**config.mk**
```make
export PLATFORM = sky130hd
export DESIGN_NAME = uif_usb_irq_flags
export DESIGN_NICKNAME = d
export VERILOG_FILES = /design/src/logic/uif_pkg.sv /design/src/logic/uif_frame_if.sv /design/src/logic/uif_usb_irq_flags.sv /design/src/logic/uif_sof_capture.sv
export SDC_FILE = /design/constraint.sdc
export NUM_CORES = 1
export LEC_CHECK = 0
export BUFFER_PORTS_ARGS = -buffer_cell sky130_fd_sc_hd__buf_2
export CORE_ASPECT_RATIO = 1.2
export CORE_UTILIZATION = 38
export CTS_CLUSTER_SIZE = 40
export DETAILED_ROUTE_END_ITERATION = 10
export GPL_TIMING_DRIVEN = 0
export PLACE_DENSITY = 0.75
export SKIP_LAST_GASP = 1
export SYNTH_ARGS = -nofsm -noshare
export SYNTH_HDL_FRONTEND = slang
export SYNTH_SLANG_ARGS = --single-unit
```
**constraint.sdc**
```tcl
create_clock -name clk -period 1.46 [get_ports clk]
set_input_delay 0.292 -clock clk [delete_from_list [all_inputs] [get_ports clk]]
set_output_delay 0.292 -clock clk [all_outputs]
set_load 0.02 [all_outputs]
```
**src/logic/uif_pkg.sv**
```systemverilog
package uif_pkg;

  // ----------------------------------------------------------------
  // Register indices (byte address is four times the index)
  // ----------------------------------------------------------------
  localparam logic [3:0] IDX_IN_EP_IRQ = 4'h2;
  localparam logic [3:0] IDX_FRAME_LO = 4'hc;
  localparam logic [3:0] IDX_FRAME_HI = 4'hd;
  localparam logic [3:0] IDX_EVT_STATUS = 4'h8;
  localparam logic [3:0] IDX_EVT_MASK = 4'h9;
  localparam logic [3:0] IDX_CTRL = 4'ha;

  // ----------------------------------------------------------------
  // Field layout and reset values
  // ----------------------------------------------------------------
  localparam int N_IN_EP = 4;
  localparam int FRAME_W = 11;
  localparam int FRAME_HI_W = 3;
  localparam int N_EVT = 2;
  localparam int EVT_SOF = 0;
  localparam int EVT_IN_EP = 1;
  localparam int CTRL_IRQ_EN = 0;
  localparam logic [3:0] RST_IN_EP = 4'h0;
  localparam logic [10:0] RST_FRAME = 11'h000;
  localparam logic [1:0] RST_EVT = 2'h0;
  localparam logic [7:0] RST_READ = 8'h00;

endpackage

```
**src/logic/uif_frame_if.sv**
```systemverilog
`timescale 1ns/1ps
`default_nettype none
// Captured frame number and a pulse for each accepted frame start
interface uif_frame_if;
  logic [10:0] frame;
  logic sof_seen;
  modport cap (output frame, output sof_seen);
  modport use_side (input frame, input sof_seen);
endinterface
`default_nettype wire

```
**src/logic/uif_usb_irq_flags.sv**
```systemverilog
// Operation
// Index 0x0C reads low eight bits of last frame number, read-only.
// Index 0x0D bits 2..0 give frame bits 10..8; upper bits zero.
// USB flags cannot be set or cleared by software writes.
// USB interrupt request is high while any flag is one.
// Request reaches processor only when the extended enable bit is set.
// Reading a flag register returns flags, then clears them all.
// Index 0x02 holds IN endpoint 3..0 pending flags, resets zero.
// Pending flag reads one while active, cleared by register read.
// Bits 7..4 of IN endpoint flags read zero, writes ignored.
// Each valid start-of-frame token loads the eleven-bit frame number.
//
// Our own choice: the Avalon-MM register port.
`timescale 1ns/1ps
`default_nettype none
module uif_usb_irq_flags (
  // Clock and reset
  input wire logic clk,
  input wire logic reset_n,
  // Avalon-MM slave
  input wire logic [5:0] avs_address,
  input wire logic avs_read,
  input wire logic avs_write,
  input wire logic [31:0] avs_writedata,
  input wire logic [3:0] avs_byteenable,
  output logic [31:0] avs_readdata,
  output logic avs_waitrequest,
  // Protocol engine events
  input wire logic [3:0] in_ep_event,
  input wire logic sof_valid,
  input wire logic sof_crc_ok,
  input wire logic [10:0] sof_frame,
  // Interrupt to processor
  output logic usb_irq
);

  typedef struct packed {
    logic [3:0] in_flags;
    logic [1:0] evt_sts;
    logic [1:0] evt_mask;
    logic irq_en;
    logic [31:0] rdata;
    logic wait_n;
    logic irq;
  } uif_state_t;

  uif_state_t s_q;
  uif_state_t s_d;
  uif_frame_if fr ();

  // ----------------------------------------------------------------
  // Frame capture
  // ----------------------------------------------------------------
  uif_sof_capture u_cap (
    .clk(clk),
    .reset_n(reset_n),
    .sof_valid(sof_valid),
    .sof_crc_ok(sof_crc_ok),
    .sof_frame(sof_frame),
    .fr(fr)
  );

  logic [3:0] idx;
  logic req;
  logic wr_lo;
  assign idx = avs_address[5:2];
  // One wait state: answer in the cycle after the request is seen
  assign req = (avs_read || avs_write) && !s_q.wait_n;
  assign wr_lo = req && avs_write && avs_byteenable[0];

  // ----------------------------------------------------------------
  // Next state
  // ----------------------------------------------------------------
  always_comb begin
    s_d = s_q;
    s_d.wait_n = req;
    s_d.in_flags = s_q.in_flags;
    // Read of flag register clears it;
    if (req && avs_read && idx == uif_pkg::IDX_IN_EP_IRQ) begin
      s_d.in_flags = uif_pkg::RST_IN_EP;
    end
    // A new event in the clearing cycle is kept, set beats clear
    s_d.in_flags = s_d.in_flags | in_ep_event;
    // Sticky events, write one to clear
    if (wr_lo && idx == uif_pkg::IDX_EVT_STATUS) begin
      s_d.evt_sts = s_q.evt_sts & ~avs_writedata[1:0];
    end
    if (fr.sof_seen) begin
      s_d.evt_sts[uif_pkg::EVT_SOF] = 1'b1;
    end
    if (|in_ep_event) begin
      s_d.evt_sts[uif_pkg::EVT_IN_EP] = 1'b1;
    end
    if (wr_lo && idx == uif_pkg::IDX_EVT_MASK) begin
      s_d.evt_mask = avs_writedata[1:0];
    end
    if (wr_lo && idx == uif_pkg::IDX_CTRL) begin
      s_d.irq_en = avs_writedata[uif_pkg::CTRL_IRQ_EN];
    end
    // Writes to flag and frame registers fall through:
    s_d.rdata = 32'h0000_0000;
    if (req && avs_read) begin
      unique case (idx)
        uif_pkg::IDX_IN_EP_IRQ:
          s_d.rdata[7:0] = {4'h0, s_q.in_flags};
        uif_pkg::IDX_FRAME_LO:
          s_d.rdata[7:0] = fr.frame[7:0];
        uif_pkg::IDX_FRAME_HI:
          s_d.rdata[7:0] = {5'h00, fr.frame[10:8]};
        uif_pkg::IDX_EVT_STATUS:
          s_d.rdata[1:0] = s_q.evt_sts;
        uif_pkg::IDX_EVT_MASK:
          s_d.rdata[1:0] = s_q.evt_mask;
        uif_pkg::IDX_CTRL:
          s_d.rdata[0] = s_q.irq_en;
        default:
          s_d.rdata = 32'h0000_0000;
      endcase
    end
    // Flags plus unmasked events, gated by the enable
    s_d.irq = s_d.irq_en && ((|s_d.in_flags)
              || (|(s_d.evt_sts & s_d.evt_mask)));
  end

  // ----------------------------------------------------------------
  // State register
  // ----------------------------------------------------------------
  always_ff @(posedge clk) begin
    if (!reset_n) begin
      s_q <= '{in_flags: uif_pkg::RST_IN_EP, evt_sts: uif_pkg::RST_EVT,
               evt_mask: uif_pkg::RST_EVT, irq_en: 1'b0,
               rdata: 32'h0000_0000, wait_n: 1'b0, irq: 1'b0};
    end else begin
      s_q <= s_d;
    end
  end

  assign avs_readdata = s_q.rdata;
  assign avs_waitrequest = !s_q.wait_n;
  assign usb_irq = s_q.irq;

endmodule
`default_nettype wire

```
**src/logic/uif_sof_capture.sv**
```systemverilog
`timescale 1ns/1ps
`default_nettype none
module uif_sof_capture (
  // Clock and reset
  input wire logic clk,
  input wire logic reset_n,
  // Start-of-frame token from the protocol engine
  input wire logic sof_valid,
  input wire logic sof_crc_ok,
  input wire logic [10:0] sof_frame,
  // Captured frame towards the register file
  uif_frame_if.cap fr
);

  typedef struct packed {
    logic [10:0] frame;
    logic sof_seen;
  } uif_cap_t;

  uif_cap_t s_q;
  uif_cap_t s_d;

  // ----------------------------------------------------------------
  // Capture
  // ----------------------------------------------------------------
  // Corrupted tokens must not disturb the stored number
  always_comb begin
    s_d = s_q;
    s_d.sof_seen = 1'b0;
    if (sof_valid && sof_crc_ok) begin
      s_d.frame = sof_frame;
      s_d.sof_seen = 1'b1;
    end
  end

  // State register
  always_ff @(posedge clk) begin
    if (!reset_n) begin
      s_q <= '{frame: uif_pkg::RST_FRAME, sof_seen: 1'b0};
    end else begin
      s_q <= s_d;
    end
  end

  assign fr.frame = s_q.frame;
  assign fr.sof_seen = s_q.sof_seen;

endmodule
`default_nettype wire

```
==> flow_metrics.env <==
export IMPL_die_w_um=60.24
export IMPL_drtIter0Drc=27
export IMPL_grt_setup_unrepaired="false"
export IMPL_intPower_mw=1.320
export IMPL_post_cts_buffers=0
export IMPL_cts_buffers=5
export IMPL_tns_ns=0
export IMPL_arrival_ns=1.55
export IMPL_slew_violations=0
export IMPL_grt_overflow=0
export IMPL_numClockSinks=31
export IMPL_port_buffers=37
export IMPL_io_pins=97
export IMPL_nets=308
export IMPL_finalHoldViolCount=0
export IMPL_firstDrtPassIters=4
export IMPL_ys_seq_area_share_pct=40.13
export IMPL_yosysTopAreaCell="dfxtp_1"
export IMPL_clkTransAtPathRegs_ns=0.06
export IMPL_dp_cells=292
export IMPL_fmax_mhz=716.4
export IMPL_post_route_period_util_pct=95.61
export IMPL_die_h_um=71.88
export IMPL_via_count=1298
export IMPL_async_reset_ff_share_pct=0
export IMPL_setup_viol=0
export IMPL_p_seq_share_pct=49.7
export IMPL_synthCells=178
export IMPL_hp_class="in2reg"
export IMPL_cts_tree="yes"
export IMPL_insertedDiodeCount=0
export IMPL_yosysWarnings=0
export IMPL_worst_pin_slew_ns=0.5119
export IMPL_slew_headroom_pct=65.87
export IMPL_ir_drop_v=0.0004119
export IMPL_syn2layout_area_growth_pct=27.35
export IMPL_fp_dieArea_um2=4330
export IMPL_p_sw_share_pct=26.69
export IMPL_p_per_area_nw_per_um2=914.5
export IMPL_power_share_clock_pct=35.0
export IMPL_stdcell_count=300
export IMPL_synth_area_leaders="dfxtp_1 40%, buf_4 17%, nand2_1 6.1%, a21oi_1 5.5%, nor2_1 3.4%"
export IMPL_drcViolationCount=0
export IMPL_wl_per_cell_um=9.833
export IMPL_path_cells="or4_1 -> a221oi_2 -> a311oi_2"
export IMPL_crit_path_end_kind="flop"
export IMPL_critical_path_max_stage_delay_ns=0.52
export IMPL_cp_slowest_cell="or4_1"
export IMPL_clock_path_buffers=2
export IMPL_final_common_cell="buf_2"
export IMPL_ys_types=35
export IMPL_holdWs_ns=0.2217
export IMPL_cap_viol_max_count=0
export IMPL_vias_per_cell=4.327
export IMPL_critical_path_required_ns=1.62
export IMPL_grt_pass1_wl_um=4968
export IMPL_place_hpwl_um=2344
export IMPL_place_area_um2=1886
export IMPL_netlist_area_leader_share_pct=40.13
export IMPL_avgSynthCellArea_um2=8.688
export IMPL_crit_buf_inv=0
export IMPL_htree_levels=2
export IMPL_outcome="finished clean"
export IMPL_comb_power_share_pct=15.4
export IMPL_start_util_pct=39.55
export IMPL_ant_nets=0
export IMPL_crit_fanout=3
export IMPL_final_cell_mix="38 x buf_2, 34 x buf_4, 31 x dfxtp_1"
export IMPL_path_delay_family="simple AND/OR/NAND/NOR gates"
export IMPL_ctsResizeCount=0
export IMPL_p_leak_nw=0.9426
export IMPL_gp_congestion=0.8132
export IMPL_grt_start_max_net_pins=11
export IMPL_rows=25
export IMPL_core_area_um2=3910
export IMPL_post_route_min_period_ns=1.396
export IMPL_layout_drive_gt1_share_pct=36.59
export IMPL_worstSetupPathType="reg2reg"
export IMPL_synth_seq_cells=31
export IMPL_grt_total_usage_pct=15.89
export IMPL_clkLatencyLatePin_ns=0.29
export IMPL_p_switching_mw=0.4808
export IMPL_wl_um=2950
export IMPL_synth_edf_count=0
export IMPL_clock_skew_final_ns=0.007474
export IMPL_antenna_found_initial=0
export IMPL_critPathLaunchType="flop"
export IMPL_netlist_area_um2=1546
export IMPL_grt_pass1_vias=1170
export IMPL_synth_flop_cell="dfxtp_1"
export IMPL_cts_root_buf="clkbuf_8"
export IMPL_hold_buffers=0
export IMPL_stdcell_area_um2=1969
layout make-up:
| type | instances | area [µm²] |
|---|---|---|
| clock inverters | 3 | 15.01 |
| plain buffers | 39 | 275.3 |
| well taps | 54 | 67.56 |
| flip-flops and latches | 31 | 620.6 |
| clock buffers | 5 | 68.82 |
| fillers | 404 | 1941 |
| multi-input cells | 126 | 718.2 |
| inverters | 5 | 18.77 |
| repair buffers | 37 | 185.2 |
registers in the layout, summed over array words and instances (netlist names):
name / cells
u_cap.fr.frame: 11
usb_irq: 1
avs_readdata: 8
s_q: 10
u_cap.fr.sof_seen: 1
worst min-delay path: stages:
cell	delay, ns
buf_2	0.08
a21oi_1	0.03
nor2_1	0.06
metrics by stage:
step	setup WS (ns)	utilization (%)	total power, mW
6_report	0.06405	50.37	1.801
3_5_place_dp	-0.1464	48.22	1.188
4_1_cts	0.03492	50.37	1.815
2_1_floorplan	0.1017	-	1.111
5_1_grt	0.02555	50.37	1.892
3_3_place_gp	-0.1454	48.22	1.184
synth_stat cells (2+ instances only):
master    number
o21a_1         2
inv_1          5
and2_1         6
nor2_1        14
and4bb_2       2
dfxtp_1       31
nor3_1         4
nor2b_1        2
nand2_1       25
or4_1          2
buf_4         34
o22ai_1        2
clkbuf_1       4
a31oi_1        3
a22oi_1        2
mux2i_1        3
a21oi_1       17
nand3_1        3
per-layer routing:
layer | track usage (%) | routed length (µm) | part of all wire, %
met1 | 17.00 | 1245 | 42
met2 | 26.01 | 1443 | 49
met3 | 5.776 | 165 | 5.6
met4 | 9.561 | 96 | 3.3
met5 | 0 | 0 | 0
cells by family (layout without fill, tap and decap cells):
family	Yosys count	in the layout	synth area share, %
multiplexers	5	5	4.369
buffers and inverters	44	89	19.01
AO/OA/AOI/OAI	31	31	13.03
AND/OR/NAND/NOR	66	66	23.22
flip-flops	31	31	40.13
other	1	24	0.2425
power groups by stage:
stage	logic, mW	registers (mW)	clock network, mW
after floorplan	0.205	0.906	0
after global placement	0.272	0.913	0
after detailed placement	0.274	0.914	0
after CTS	0.275	0.895	0.645
after global routing	0.308	0.898	0.686
final	0.277	0.895	0.630
final timing paths:
path | cells past startpoint | endpoint | start | slack (ns)
hold reg to reg | 1 | s_q[1]$_SDFF_PN0_ | s_q[1]$_SDFF_PN0_ | 0.44
setup / recovery | 3 | usb_irq$_SDFF_PN0_ | s_q[41]$_SDFF_PN0_ | 0.06
setup reg to reg | 3 | usb_irq$_SDFF_PN0_ | s_q[41]$_SDFF_PN0_ | 0.06
hold / removal | 3 | s_q[40]$_SDFF_PN0_ | in_ep_event[1] | 0.22
No activity file was read; power rests on OpenSTA's default activity.
